--- src/rtl/dcp_defines.svh ---
// dcp_defines.svh: offsets, field positions and reset values of the pwm
// assumes: included by the pwm module only; the package does not include it
`ifndef DCP_DEFINES_SVH
`define DCP_DEFINES_SVH
`define DCP_OFF_CHANNEL_A_DUTY 8'h0c
`define DCP_OFF_CHANNEL_B_DUTY 8'h0d
`define DCP_OFF_BASE_PERIOD_LENGTH 8'h18
`define DCP_OFF_PORT_C_CONTROL 8'h20
`define DCP_OFF_PIN_DIRECTION 8'h21
`define DCP_BIT_PRESCALE 0
`define DCP_BIT_CHANNEL_A_ENABLE 6
`define DCP_BIT_CHANNEL_B_ENABLE 7
`define DCP_BIT_PIN_A_DIRECTION 2
`define DCP_BIT_PIN_B_DIRECTION 3
`define DCP_RST_DUTY 8'h00
`define DCP_RST_BASE 8'h01
`define DCP_RST_CTRL 8'h00
`define DCP_RST_DIR 8'hff
`define DCP_UNIT_QUAD 2'h3
`endif

--- src/rtl/dcp_pkg.sv ---
// dcp_pkg.sv: types shared by the dual channel pwm
// assumes: standalone; it does not include dcp_defines.svh
package dcp_pkg;
  typedef struct packed {
    logic [7:0] duty_a;
    logic [7:0] duty_b;
    logic [7:0] base;
    logic [7:0] ctrl;
    logic [7:0] dir;
    logic [7:0] act_duty_a;
    logic [7:0] act_duty_b;
    logic [7:0] act_base;
    logic act_quad;
    logic [1:0] tick_cnt;
    logic [7:0] unit_cnt;
    logic [7:0] step_cnt;
    logic pwm_a;
    logic pwm_b;
    logic ack;
    logic [31:0] dat;
  } dcp_state_t;
endpackage : dcp_pkg

--- src/rtl/dcp_pwm.sv ---
// dcp_pwm.sv: two channel 8-bit pwm with a classic wishbone slave
// assumes: single clock, async active-low reset, byte-addressed wishbone
`timescale 1ns/1ns
`default_nettype none
`include "dcp_defines.svh"
module dcp_pwm
  import dcp_pkg::*;
(
  input wire logic clk_i,
  input wire logic arst_n_i,
  input wire logic wb_cyc_i,
  input wire logic wb_stb_i,
  input wire logic wb_we_i,
  input wire logic [7:0] wb_adr_i,
  input wire logic [3:0] wb_sel_i,
  input wire logic [31:0] wb_dat_i,
  output logic [31:0] wb_dat_o,
  output logic wb_ack_o,
  input wire logic [1:0] port_out_i,
  output logic channel_a_pin_o,
  output logic channel_a_pin_oe_n_o,
  output logic channel_b_pin_o,
  output logic channel_b_pin_oe_n_o
);
  dcp_state_t s_r;
  dcp_state_t s_nxt;
  logic req;
  logic wr;
  logic unit_end;
  logic base_end;
  logic cyc_end;
  logic en_a;
  logic en_b;

  assign req = wb_cyc_i && wb_stb_i && !s_r.ack;
  assign wr = req && wb_we_i && wb_sel_i[0];
  // unit ends after four ticks in quad mode, else every tick
  assign unit_end = !s_r.act_quad || (s_r.tick_cnt == `DCP_UNIT_QUAD);
  assign base_end = unit_end && (s_r.unit_cnt == s_r.act_base);
  assign cyc_end = base_end && (s_r.step_cnt == 8'hff);
  assign en_a = s_r.ctrl[`DCP_BIT_CHANNEL_A_ENABLE];
  assign en_b = s_r.ctrl[`DCP_BIT_CHANNEL_B_ENABLE];

  always_comb begin
    s_nxt = s_r;
    s_nxt.ack = req;
    if (req && !wb_we_i) begin
      s_nxt.dat = 32'h0000_0000;
      unique case (wb_adr_i)
        `DCP_OFF_CHANNEL_A_DUTY: s_nxt.dat[7:0] = s_r.duty_a;
        `DCP_OFF_CHANNEL_B_DUTY: s_nxt.dat[7:0] = s_r.duty_b;
        `DCP_OFF_BASE_PERIOD_LENGTH: s_nxt.dat[7:0] = s_r.base;
        `DCP_OFF_PORT_C_CONTROL: s_nxt.dat[7:0] = s_r.ctrl;
        `DCP_OFF_PIN_DIRECTION: s_nxt.dat[7:0] = s_r.dir;
        default: s_nxt.dat = 32'h0000_0000;
      endcase
    end
    if (wr) begin
      unique case (wb_adr_i)
        `DCP_OFF_CHANNEL_A_DUTY: s_nxt.duty_a = wb_dat_i[7:0];
        `DCP_OFF_CHANNEL_B_DUTY: s_nxt.duty_b = wb_dat_i[7:0];
        // writable over the bus so software can set it at all
        `DCP_OFF_BASE_PERIOD_LENGTH: s_nxt.base = wb_dat_i[7:0];
        `DCP_OFF_PORT_C_CONTROL: s_nxt.ctrl = wb_dat_i[7:0];
        `DCP_OFF_PIN_DIRECTION: s_nxt.dir = wb_dat_i[7:0];
        default: ;
      endcase
    end
    // timebase
    s_nxt.tick_cnt = unit_end ? 2'h0 : s_r.tick_cnt + 2'h1;
    if (unit_end) begin
      s_nxt.unit_cnt = base_end ? 8'h00 : s_r.unit_cnt + 8'h01;
    end
    if (base_end) begin
      s_nxt.step_cnt = s_r.step_cnt + 8'h01; // wraps at 256
    end
    // shadow load only at cycle end, so no runt pulse
    if (cyc_end) begin
      s_nxt.act_duty_a = s_r.duty_a;
      s_nxt.act_duty_b = s_r.duty_b;
      s_nxt.act_base = s_r.base;
      s_nxt.act_quad = s_r.ctrl[`DCP_BIT_PRESCALE];
    end
    // high during steps 0..duty, so duty+1 base periods
    if (cyc_end) begin
      s_nxt.pwm_a = 1'b1;
      s_nxt.pwm_b = 1'b1;
    end else if (base_end) begin
      if (s_r.step_cnt == s_r.act_duty_a) begin
        s_nxt.pwm_a = 1'b0;
      end
      if (s_r.step_cnt == s_r.act_duty_b) begin
        s_nxt.pwm_b = 1'b0;
      end
    end
  end

  always_ff @(posedge clk_i or negedge arst_n_i) begin
    if (!arst_n_i) begin
      s_r <= '0;
      s_r.duty_a <= `DCP_RST_DUTY;
      s_r.duty_b <= `DCP_RST_DUTY;
      s_r.base <= `DCP_RST_BASE;
      s_r.act_base <= `DCP_RST_BASE;
      s_r.ctrl <= `DCP_RST_CTRL;
      s_r.dir <= `DCP_RST_DIR;
      s_r.pwm_a <= 1'b1;
      s_r.pwm_b <= 1'b1;
    end else begin
      s_r <= s_nxt;
    end
  end

  assign wb_ack_o = s_r.ack;
  assign wb_dat_o = s_r.dat;
  // enable overrides direction bit
  assign channel_a_pin_o = en_a ? s_r.pwm_a : port_out_i[0];
  assign channel_b_pin_o = en_b ? s_r.pwm_b : port_out_i[1];
  assign channel_a_pin_oe_n_o = !en_a && s_r.dir[`DCP_BIT_PIN_A_DIRECTION];
  assign channel_b_pin_oe_n_o = !en_b && s_r.dir[`DCP_BIT_PIN_B_DIRECTION];
endmodule : dcp_pwm
`default_nettype wire

--- config.mk ---
export PLATFORM = sky130hd
export DESIGN_NAME = dcp_pwm
export DESIGN_NICKNAME = d
export VERILOG_FILES = /design/src/rtl/dcp_pkg.sv /design/src/rtl/dcp_pwm.sv
export VERILOG_INCLUDE_DIRS = /design/src /design/src/rtl
export SDC_FILE = /design/constraint.sdc
export NUM_CORES = 1
export LEC_CHECK = 0
export ABC_CLOCK_PERIOD_IN_PS = 2900
export BUFFER_PORTS_ARGS = -buffer_cell sky130_fd_sc_hd__buf_2
export CAP_MARGIN = 10
export CORE_MARGIN = 2
export CORE_UTILIZATION = 38
export DETAILED_ROUTE_END_ITERATION = 8
export PLACE_DENSITY = 0.69
export SLEW_MARGIN = 40
export SYNTH_ARGS = -nofsm -noshare
export SYNTH_HDL_FRONTEND = slang
export SYNTH_SLANG_ARGS = --single-unit
--- constraint.sdc ---
create_clock -name clk_i -period 2.9 [get_ports clk_i]
set_clock_uncertainty 0.2 [all_clocks]
set_input_delay 0.29 -clock clk_i [delete_from_list [all_inputs] [get_ports clk_i]]
set_output_delay 0.29 -clock clk_i [all_outputs]
set_load 0.005 [all_outputs]
; Yosys cells after proc, flatten, opt, wreduce, memory -nomap -nowiden
; Cells that the tools add are included.
[totals]
register_bits = 94
latchBits = 0
ram_bits = 0
romBits = 0
input_bits = 51
elab_cells = 63
mem_count = 0
[classes]
addsub = 3
mul = 0
div = 0
n_lt_le_gt_ge = 0
n_eq_ne = 10
shift = 0
n_mux = 9
bitwise = 0
n_reduce_logical = 25
[ops]
columns = op, n
row1 = $pmux 8 s5, 1
row2 = $eq 8x8->1, 3
row3 = $add 8x1->8 const B, 2
row4 = $eq 8x4->1 const B, 2
row5 = $eq 8x6->1 const B, 2
row6 = $reduce_and 2->1, 7
row7 = $logic_and 1x1->1, 9
row8 = $eq 8x5->1 const B, 1
row9 = $eq 8x8->1 const B, 1
row10 = $mux 8, 1
row11 = $mux 2, 3
row12 = $reduce_bool 2->1, 3
row13 = $logic_not 1->1, 5
row14 = $mux 1, 4
row15 = $add 2x1->2 const B, 1
row16 = $eq 2x2->1 const B, 1
row17 = $logic_or 1x1->1, 1

; Logic depth before layout (Yosys ltp)
; Gate-level depths: netlist of the first run.
[logic_depth]
depth_word = 6
mapped_depth = 7
depth_no_buf = 6

; Least setup slack after synthesis of the first run
; No wires, ideal clock.
[synth_timing]
kind = reg-to-reg
from = register s_r[54] in the netlist's numbering
to = register s_r[53] in the netlist's numbering
arrival_ps = 1906
slack_ps = 670
stages_incl_launch_ff = 6
path_buffers = 1
synth_period_minus_slack_ps = 2230
cell_sequence = dfstp_2 -> xnor2_1 -> nand4_1 -> nor4_4 -> buf_6 -> mux2_2
[synth_via]
elab_chain_cells = 3
[synth_lines]
columns = element, line_no
row1 = start: declaration, dcp_pwm.sv:25  ; dcp_state_t s_r;
row2 = start signal: assignment, dcp_pwm.sv:110  ; s_r <= s_nxt;
row3 = $eq 8x8->1, dcp_pwm.sv:39  ; assign base_end = unit_end && (s_r.unit_cnt == s_r.act_base);
row4 = $logic_and 1x1->1, dcp_pwm.sv:39
row5 = $logic_and 1x1->1, dcp_pwm.sv:40  ; assign cyc_end = base_end && (s_r.step_cnt == 8'hff);
; No other way between the ends.
; A chain may end at the register's enable or synchronous reset.

; Worst setup path in the final report of the first run
[layout_timing]
from = register s_r[43] in the netlist's numbering
to = register s_r[62] in the netlist's numbering
; The elaborated chain is that of the path after synthesis.

==> flow_metrics.py, run 1 <==
metrics = {
    "status": {
        "status": "finished clean",
    },
    "timing": {
        "post-route-period-util_pct": 80.3,
        "tns_ns": 0,
        "slew_viol_final": 0,
        "rsz0062_at_grt": "false",
        "setup_viol_count_final": 0,
        "max_freq_mhz": 429,
        "fin_hold_ws_ns": 0.0367,
        "worstMarginPinSlew_ns": 0.588,
        "finalHoldViolations": 0,
        "period_needed_ns": 2.33,
        "slew_headroom_pct": 60.8,
    },
    "pwr": {
        "power.density_nw_per_um2": 512,
        "leakage_nw": 2.52,
        "ir_drop_uv": 270,
    },
    "worst_setup_path": {
        "critPathKind": "flip-flop to flip-flop",
        "critical_path_arrival_ns": 2.35,
        "crit_fanout": 27,
        "cp_cell_sequence": "xnor2_1 > nand4_1 > nor4_4 > buf_4 > mux2_2",
        "endpoint_kind": "flip-flop",
        "cp_num_buf_inv": 1,
        "cp-start-kind": "flip-flop",
        "cp_slowest_stage_delay_ns": 0.47,
        "worstPathRequired_ns": 2.92,
        "cpMaxStageDelayCell": "dfrtp_1",
        "critPathTopFamily": "simple AND/OR/NAND/NOR gates",
    },
    "clock_tree": {
        "cts-root-buf": "clkbuf_16",
        "cts_setup_buffers": 0,
        "numCtsBuffers": 9,
        "clock-sinks": 94,
        "cts_buffer_depth": 2,
        "htreeDepth": 3,
        "post_cts_resized": 0,
        "clkTransAtPathRegs_ns": 0.07,
        "clock_latency_ns": 0.34,
        "cts_tree": "built",
    },
    "die": {
        "dieHeight_um": 114,
        "die_w_um": 114,
        "rows": 40,
        "initial_utilization_pct": 38.6,
        "die_area_um2": 13000,
        "ios": 88,
        "core-area_um2": 11900,
    },
    "logic_synthesis": {
        "synth-seq-area-share_pct": 51.4,
        "synthDistinctLibCells": 40,
        "synth_edf_count": 0,
        "syn-cell-area_um2": 4600,
        "synth.area.top_cells": "dfrtp_1 45%, mux2_2 13%, dfstp_2 6.9%",
        "synth_flop_cell": "dfrtp_1",
        "synthArstFlopShare_pct": 100,
        "syn_inst": 364,
        "synth_top_area_share_pct": 44.6,
        "ys_warn_count": 0,
        "ys_ff_latch": 94,
        "synth_area_leader_cell": "dfrtp_1",
        "postSynthAreaPerCell_um2": 12.6,
    },
    "global_route": {
        "grt_pass1_vias": 2952,
        "grt_max_degree": 58,
        "antenna_found_initial": 0,
        "gr-total-overflow": 0,
        "grt_usage_pct": 14.7,
        "grt_pass1_wl_mm": 15.0,
    },
    "min_path": {
        "hold_path_class": "primary input to flip-flop",
    },
    "detailed_routing": {
        "wl_per_cell_um": 16.3,
        "dr.pass1.iters": 6,
        "ant_nets": 0,
        "drtIter0Drc": 124,
        "via_per_inst": 5.12,
        "drc_errors": 0,
        "vias": 2812,
        "drt-total-wl_mm": 8.97,
    },
    "placement": {
        "port_buffers": 36,
        "place_hpwl_mm": 6.43,
        "gp_congestion": 0.746,
    },
    "cells_and_area": {
        "final_net_count": 451,
        "fillers": 1102,
        "area_growth_pct": 10.7,
        "drive_above_1_share_pct": 35.1,
        "diodes": 0,
    },
    "job": {
        "drv_cap": 0,
    },
}
-- cell usage in the layout (no fill, tap or decap), types with 11 or more instances in the layout --
cell	n
dfrtp_1	82
mux2i_1	16
xnor2_1	15
mux2_2	55
nor2_1	15
xor2_1	21
dfstp_2	12
buf_2	35
nand2_1	11
conb_1	24
-- sequential cells by signal, indices dropped and copies added, names as in the netlist --
register	count
en_b	1
wb_ack_o	1
s_r	83
en_a	1
wb_dat_o	8
-- cell usage after synthesis (2+ instances only) --
library cell	instances
a22oi_1	8
and3_1	6
dfstp_2	12
a21oi_1	8
mux2_1	5
nand4_1	7
buf_2	5
nor2b_1	4
mux2_2	55
buf_4	32
mux2_4	8
mux2i_1	16
dfrtp_1	82
a21o_1	4
xnor2_1	15
nand3_1	4
nor3_1	4
nand2_1	11
clkbuf_1	5
or3_1	2
nor2_2	2
o22ai_1	8
buf_6	4
nor4_1	4
ha_1	3
xor2_1	21
o21ai_0	2
nor2_1	15
-- stage by stage --
stage          util (%)  cells  power (mW)  area, um^2  setup WS [ns]
2_1_floorplan         -    387        1.48        4690          0.670
4_1_cts            42.8    549        2.64        5090          0.576
3_5_place_dp       40.3    532        1.52        4800          0.508
6_report           42.8    549        2.61        5090          0.571
5_1_grt            42.8    549        2.72        5090          0.467
3_3_place_gp       40.3    532        1.51        4800          0.539
-- path summary, 6_finish.rpt --
| check | endpoint | slack (ns) | depth (start not counted) | startpoint |
|---|---|---|---|---|
| min in group asynchronous | s_r[66] | 0.26 | 2 | arst_n_i |
| worst max-delay path | s_r[62] | 0.57 | 5 | s_r[43] |
| max in group asynchronous | s_r[83] | 1.50 | 3 | arst_n_i |
| worst min-delay path | wb_ack_o | 0.04 | 2 | wb_cyc_i |
| worst min register to register | s_r[51] | 0.23 | 1 | s_r[51] |
| worst max register to register | s_r[62] | 0.57 | 5 | s_r[43] |
-- where the power goes --
group	leakage [nW]	switching (mW)	internal, mW
clock	0.142	0.522	0.595
combinational	1.14	0.0840	0.0556
sequential	1.24	0.0133	1.34
-- cell families after synthesis --
kind of cell | after synthesis | share of synthesized area [%]
mux | 84 | 20.8
buf+inv | 47 | 7.23
simple gates | 69 | 8.67
flops | 94 | 51.4
compound gates | 30 | 4.13
other cells | 1 | 0.0815
fa+ha+maj | 3 | 0.816
xor+xnor | 36 | 6.85
-- timing repair --
item / in CTS / in global routing
endpoints found under the setup margin: 0 / 0
hold buffers: 1 / 0
endpoints found under the hold margin: 35 / 0
-- routing by layer --
layer	routed length [um]	vias to the layer above	global-route usage, %	share of wire [%]
met3	368	12	3.08	4.1
met1	4030	1427	19.4	45
met2	4490	77	25.2	50
met4	90	0	3.41	1.0
met5	0	-	0	0
li1	-	1296	-	-
-- final cells by class --
cell class	instances	area, um^2	share of cell area (%)
clock buffer	9	225	4.42
sequential	94	2370	46.5
clock inverter	7	56.3	1.11
timing repair buffer	46	273	5.35
tap	147	184	3.61
multi-input combinational	246	1990	39.0
(Power assumes the default switching activity.)
==> inputs of run 2 (changes only) <==
Settings changed: ABC_AREA set to 1, ABC_CLOCK_PERIOD_IN_PS 2900 to 2350.
Clock period 2.9 ns to 2.35 ns, I/O delays scaled along.
==> run 2 against run 1 <==
Against the previous run:
- via count increased by 49%
- non-clock buffer count increased by 15
- cell count increased by 62%
- first-iteration DRC count increased by 61%
- utilization increased by 1.1 points
- power increased by 27%
- combinational power increased by 51%
- final area increased by 14%
- die area increased by 11%
- critical path depth increased by 1
- clock-buffer cell count increased by 1
- area after synthesis increased by 12%
==> flow_metrics.py, run 2 <==
metrics = {
    "clock_tree": {
        "post_cts_resized": 0,
        "clock_latency_ns": 0.35,
        "clock-sinks": 94,
        "clkTransAtPathRegs_ns": 0.07,
        "numCtsBuffers": 9,
        "htreeDepth": 3,
        "cts_tree": "built",
        "cts-root-buf": "clkbuf_16",
        "cts_buffer_depth": 2,
    },
    "logic_synthesis": {
        "synth_top_area_share_pct": 39.9,
        "synth_edf_count": 0,
        "ys_ff_latch": 94,
        "synth_flop_cell": "dfrtp_1",
        "ys_warn_count": 0,
        "synthDistinctLibCells": 32,
        "synth.area.top_cells": "dfrtp_1 40%, nand2_1 14%, nand3_1 7.3%",
        "postSynthAreaPerCell_um2": 7.70,
        "syn-cell-area_um2": 5140,
        "synthArstFlopShare_pct": 100,
        "synth-seq-area-share_pct": 46.1,
        "netlist_top_cells_count": "186 x nand2_1, 82 x dfrtp_1, 76 x nor2_1",
        "syn_inst": 667,
        "synth_area_leader_cell": "dfrtp_1",
        "yosys.cell_count.top_type": "nand2_1",
    },
    "detailed_routing": {
        "vias": 4179,
        "dr.pass1.iters": 4,
        "drtIter0Drc": 200,
        "ant_nets": 0,
        "wl_per_cell_um": 12.3,
        "via_per_inst": 4.70,
        "drc_errors": 0,
        "drt-total-wl_mm": 10.9,
    },
    "worst_setup_path": {
        "cpMaxStageDelayCell": "dfrtp_1",
        "critical_path_arrival_ns": 2.04,
        "worstPathRequired_ns": 2.44,
        "cp_num_buf_inv": 1,
        "cp_slowest_stage_delay_ns": 0.46,
        "cp_cell_sequence": "ha_1 > nand3_1 > nor4_4 > buf_4 > nand4_1 > nand2_1",
        "critPathTopFamily": "simple AND/OR/NAND/NOR gates",
        "endpoint_kind": "flip-flop",
        "crit_fanout": 25,
        "cp-start-kind": "flip-flop",
        "critPathKind": "flip-flop to flip-flop",
    },
    "timing": {
        "rsz0062_at_grt": "false",
        "slew_viol_final": 0,
        "tns_ns": 0,
        "slew_headroom_pct": 55.9,
        "period_needed_ns": 1.96,
        "finalWorstSetupSlack_ns": 0.394,
        "finalHoldViolations": 0,
        "setup_viol_count_final": 0,
        "max_freq_mhz": 511,
        "worstMarginPinSlew_ns": 0.661,
        "post-route-period-util_pct": 83.2,
    },
    "cells_and_area": {
        "final_net_count": 763,
        "final_cell_mix": "186 x nand2_1, 82 x dfrtp_1, 76 x nor2_1",
        "final-instance-count-excl-fill": 890,
        "drive_above_1_share_pct": 14.3,
        "diodes": 0,
        "area_growth_pct": 13.1,
        "layout_commonest_cell": "nand2_1",
        "top_register": "s_r",
        "largest_reg_flops": 83,
    },
    "job": {
        "drv_cap": 0,
    },
    "pwr": {
        "power.total_mw": 3.31,
        "power_frac_comb_pct": 6.4,
        "leakage_nw": 2.98,
        "p_sw_share_pct": 24.6,
        "intPower_mw": 2.50,
        "p_sw_uw": 816,
        "ir_drop_uv": 417,
        "clockPowerShare_pct": 43.0,
        "power.density_nw_per_um2": 570,
        "p_seq_share_pct": 50.6,
    },
    "die": {
        "initial_utilization_pct": 38.8,
        "die_w_um": 120,
        "rows": 42,
        "core-area_um2": 13200,
        "ios": 88,
        "die_area_um2": 14500,
        "dieHeight_um": 120,
    },
    "placement": {
        "pre_cts_slack_ns": 0.410,
        "port_buffers": 36,
        "gp_congestion": 0.816,
        "dp.cells": 863,
        "place_hpwl_mm": 8.09,
    },
    "global_route": {
        "grt_usage_pct": 16.4,
        "grt_pass1_vias": 3835,
        "gr-total-overflow": 0,
        "grt_max_degree": 50,
        "grt_pass1_wl_mm": 18.9,
        "antenna_found_initial": 0,
    },
    "status": {
        "status": "finished clean",
    },
    "min_path": {
        "hold_path_class": "primary input to flip-flop",
    },
}
run 2: worst paths after layout:
path / startpoint / end / slack, ns / depth (start not counted)
max: s_r[36] / s_r[59] / 0.39 / 6
min: wb_we_i / wb_dat_o[4] / 0.20 / 5
max reg2reg: s_r[36] / s_r[59] / 0.39 / 6
min reg2reg: s_r[51] / s_r[51] / 0.23 / 1
max in group asynchronous: arst_n_i / s_r[78] / 1.05 / 3
min in group asynchronous: arst_n_i / s_r[55] / 0.26 / 2
run 2: final cells by class:
type	count	area, um^2
fill	1354	7430
clock buffer	10	239
multi-input combinational	472	2240
timing repair buffer	61	423
sequential	94	2370
clock inverter	6	50.0
tap	176	220
inverter	71	267
run 2: repair_timing:
item | in CTS | in global routing
hold buffers | 11 | 0
hold endpoints to repair | 61 | 0
buffers inserted | 0 | 0
run 2: per-layer routing:
layer	wire length [um]	global-route usage (%)	part of all wire, %	vias up
met5	0	0	0	-
met4	145	6.03	1.3	0
met3	266	2.41	2.4	12
met2	5380	27.5	49	73
met1	5140	21.7	47	1926
li1	-	-	-	2168
run 2: kinds of logic (layout without fill, tap and decap cells):
logic type,Yosys count,after routing,synth area share (%)
other cells,1,24,0.0730
fa+ha+maj,3,3,0.731
buf+inv,124,148,12.1
simple gates,392,392,35.4
compound gates,46,46,4.53
flops,94,94,46.1
xor+xnor,7,7,1.19
run 2: tightest hold or removal path, delay by kind of cell:
family	cells	cell delay, ns
simple gates	3	0.19
buf+inv	2	0.28
run 2: stage by stage:
stage	hold WS, ns	utilization (%)	instance area [um^2]
floorplan	-0.261	-	5230
global placement	0.108	40.9	5410
detailed placement	0.107	40.9	5410
CTS	0.193	43.9	5810
global route	0.229	43.9	5810
finish	0.204	43.9	5810
run 2: power groups by stage:
stage | Combinational, mW | Sequential, mW | Clock, mW
finish | 0.212 | 1.68 | 1.43
global route | 0.241 | 1.68 | 1.52
CTS | 0.217 | 1.68 | 1.46
detailed placement | 0.202 | 1.71 | 0
global placement | 0.199 | 1.71 | 0
floorplan | 0.150 | 1.70 | 0
==> inputs of run 3 (changes only) <==
Settings changed: ABC_CLOCK_PERIOD_IN_PS 2350 to 1830.
Clock period 2.35 ns to 1.83 ns, I/O delays scaled along.
==> run 3 against run 2 <==
Against the previous run:
- the flow now finishes with violations (setup timing)
- via count up 3.0%
- die area unchanged
- routed wire length up 7.6%
- cell count up 3.6%
- non-clock buffer count up 32
- sequential power up 28%
==> flow_metrics.py, run 3 (synthesis gave the netlist of run 2 again) <==
metrics = {
    "clock_tree": {
        "numCtsBuffers": 9,
        "clock-sinks": 94,
        "cts_buffer_depth": 2,
        "cts-root-buf": "clkbuf_16",
        "clkTransAtPathRegs_ns": 0.07,
        "htreeDepth": 3,
        "cts_tree": "built",
        "clock_latency_ns": 0.36,
    },
    "cells_and_area": {
        "largest_reg_flops": 83,
        "final_net_count": 795,
        "final-instance-count-excl-fill": 922,
        "layout_commonest_cell": "nand2_1",
        "final_cell_mix": "159 x nand2_1, 82 x dfrtp_1, 75 x nor2_1",
        "diodes": 0,
        "drive_above_1_share_pct": 22.4,
        "top_register": "s_r",
        "area_growth_pct": 22.7,
        "fillers": 1284,
        "final_core_util_pct": 47.6,
    },
    "status": {
        "violations": "setup timing",
        "status": "finished, violations left",
    },
    "die": {
        "ios": 88,
        "initial_utilization_pct": 38.8,
        "die_area_um2": 14500,
        "core-area_um2": 13200,
        "die_w_um": 120,
        "rows": 42,
        "dieHeight_um": 120,
    },
    "placement": {
        "gp_congestion": 0.795,
        "port_buffers": 36,
        "dp.cells": 890,
        "place_hpwl_mm": 8.55,
    },
    "worst_setup_path": {
        "cpMaxStageDelayCell": "dfrtp_1",
        "critPathTopFamily": "simple AND/OR/NAND/NOR gates",
        "cp_num_buf_inv": 2,
        "cp_cell_sequence": "ha_2 > nand3_4 > nor4_4 > buf_4 > nand3_4 > clkbuf_16 > nand2_2 > nand2_1",
        "critPathKind": "flip-flop to flip-flop",
        "endpoint_kind": "flip-flop",
        "crit_fanout": 7,
        "cp-start-kind": "flip-flop",
        "worstPathRequired_ns": 1.88,
        "crit_top_cell": "nand3_4",
        "cp_slowest_stage_delay_ns": 0.36,
        "critical_path_arrival_ns": 1.94,
    },
    "timing": {
        "setup_viol_count_final": 22,
        "finalHoldViolations": 0,
        "fin_hold_ws_ns": 0.0683,
        "slew_viol_final": 0,
        "period_needed_ns": 1.89,
        "max_freq_mhz": 528,
        "rsz0062_at_grt": "true",
        "post-route-period-util_pct": 103,
        "finalWorstSetupSlack_ns": -0.0631,
    },
    "detailed_routing": {
        "ant_nets": 0,
        "drt-total-wl_mm": 11.8,
        "via_per_inst": 4.67,
        "drtIter0Drc": 238,
        "vias": 4304,
        "drc_errors": 0,
        "wl_per_cell_um": 12.8,
        "dr.pass1.iters": 4,
    },
    "pwr": {
        "leakage_nw": 3.22,
        "ir_drop_uv": 573,
        "power.density_nw_per_um2": 687,
        "power.total_mw": 4.33,
    },
    "global_route": {
        "grt_max_degree": 36,
        "grt_pass1_vias": 4145,
        "grt_usage_pct": 17.0,
        "antenna_found_initial": 0,
        "gr-total-overflow": 0,
        "grt_pass1_wl_mm": 19.7,
    },
    "min_path": {
        "hold_path_class": "primary input to asynchronous set/reset pin",
    },
    "job": {
        "drv_cap": 0,
    },
}
==> run 3: report_power, final <==
part / switching (mW) / total, mW / leakage (nW) / internal (mW)
Combinational: 0.171 / 0.282 / 1.84 / 0.111
Sequential: 0.0285 / 2.15 / 1.23 / 2.12
Clock: 0.930 / 1.90 / 0.145 / 0.970
Total: 1.13 / 4.33 / 3.22 / 3.20
==> run 3: final cells by class <==
cell class | count | area [um^2] | area share (%)
inverter | 71 | 267 | 4.23
multi-input combinational | 472 | 2400 | 38.1
clock buffer | 9 | 225 | 3.57
tap | 176 | 220 | 3.49
clock inverter | 7 | 75.1 | 1.19
timing repair buffer | 93 | 751 | 11.9
sequential | 94 | 2370 | 37.5
==> run 3: what timing repair did <==
action | CTS | global route
endpoints found under the setup margin | 8 | 47
setup buffers | 0 | 3
gates resized for setup | 1 | 56
hold endpoints to repair | 126 | 0
hold buffers | 11 | 0
pin swaps | 0 | 13
cloned | 0 | 3
==> run 3: final timing paths <==
kind | startpoint | depth (start not counted) | slack (ns) | endpoint
max | s_r[36] | 8 | -0.06 | s_r[58]
max reg2reg | s_r[36] | 8 | -0.06 | s_r[58]
min reg2reg | s_r[51] | 1 | 0.23 | s_r[51]
min | arst_n_i | 2 | 0.07 | s_r[43]
min in group clk_i | wb_we_i | 5 | 0.15 | wb_dat_o[0]
max in group asynchronous | arst_n_i | 3 | 0.73 | s_r[78]
==> run 3: worst register-to-register path, stage by stage, from the launching register on <==
cell and delay, ns:
dfrtp_1 0.36, ha_2 0.21, nand3_4 0.08, nor4_4 0.27, buf_4 0.18, nand3_4 0.17
clkbuf_16 0.22, nand2_2 0.06, nand2_1 0.04
==> run 3: through the flow <==
stage / cell area [um^2] / setup TNS (ns) / setup WS, ns
after global placement: 5630 / 0 / 0.00648
after global routing: 6310 / -3.18 / -0.155
final: 6310 / -0.856 / -0.0631
after floorplan: 5230 / 0 / 0.0129
after CTS: 6040 / 0 / 0.00141
after detailed placement: 5630 / -0.0800 / -0.0421
==> run 3: layer usage <==
layer | vias up | part of all wire [%] | wire length (um) | track usage, %
met5 | - | 0 | 0 | 0
met4 | 0 | 1.7 | 196 | 6.25
met3 | 16 | 2.9 | 341 | 2.64
met2 | 82 | 50 | 5820 | 28.9
met1 | 1977 | 46 | 5400 | 21.9
li1 | 2229 | - | - | -
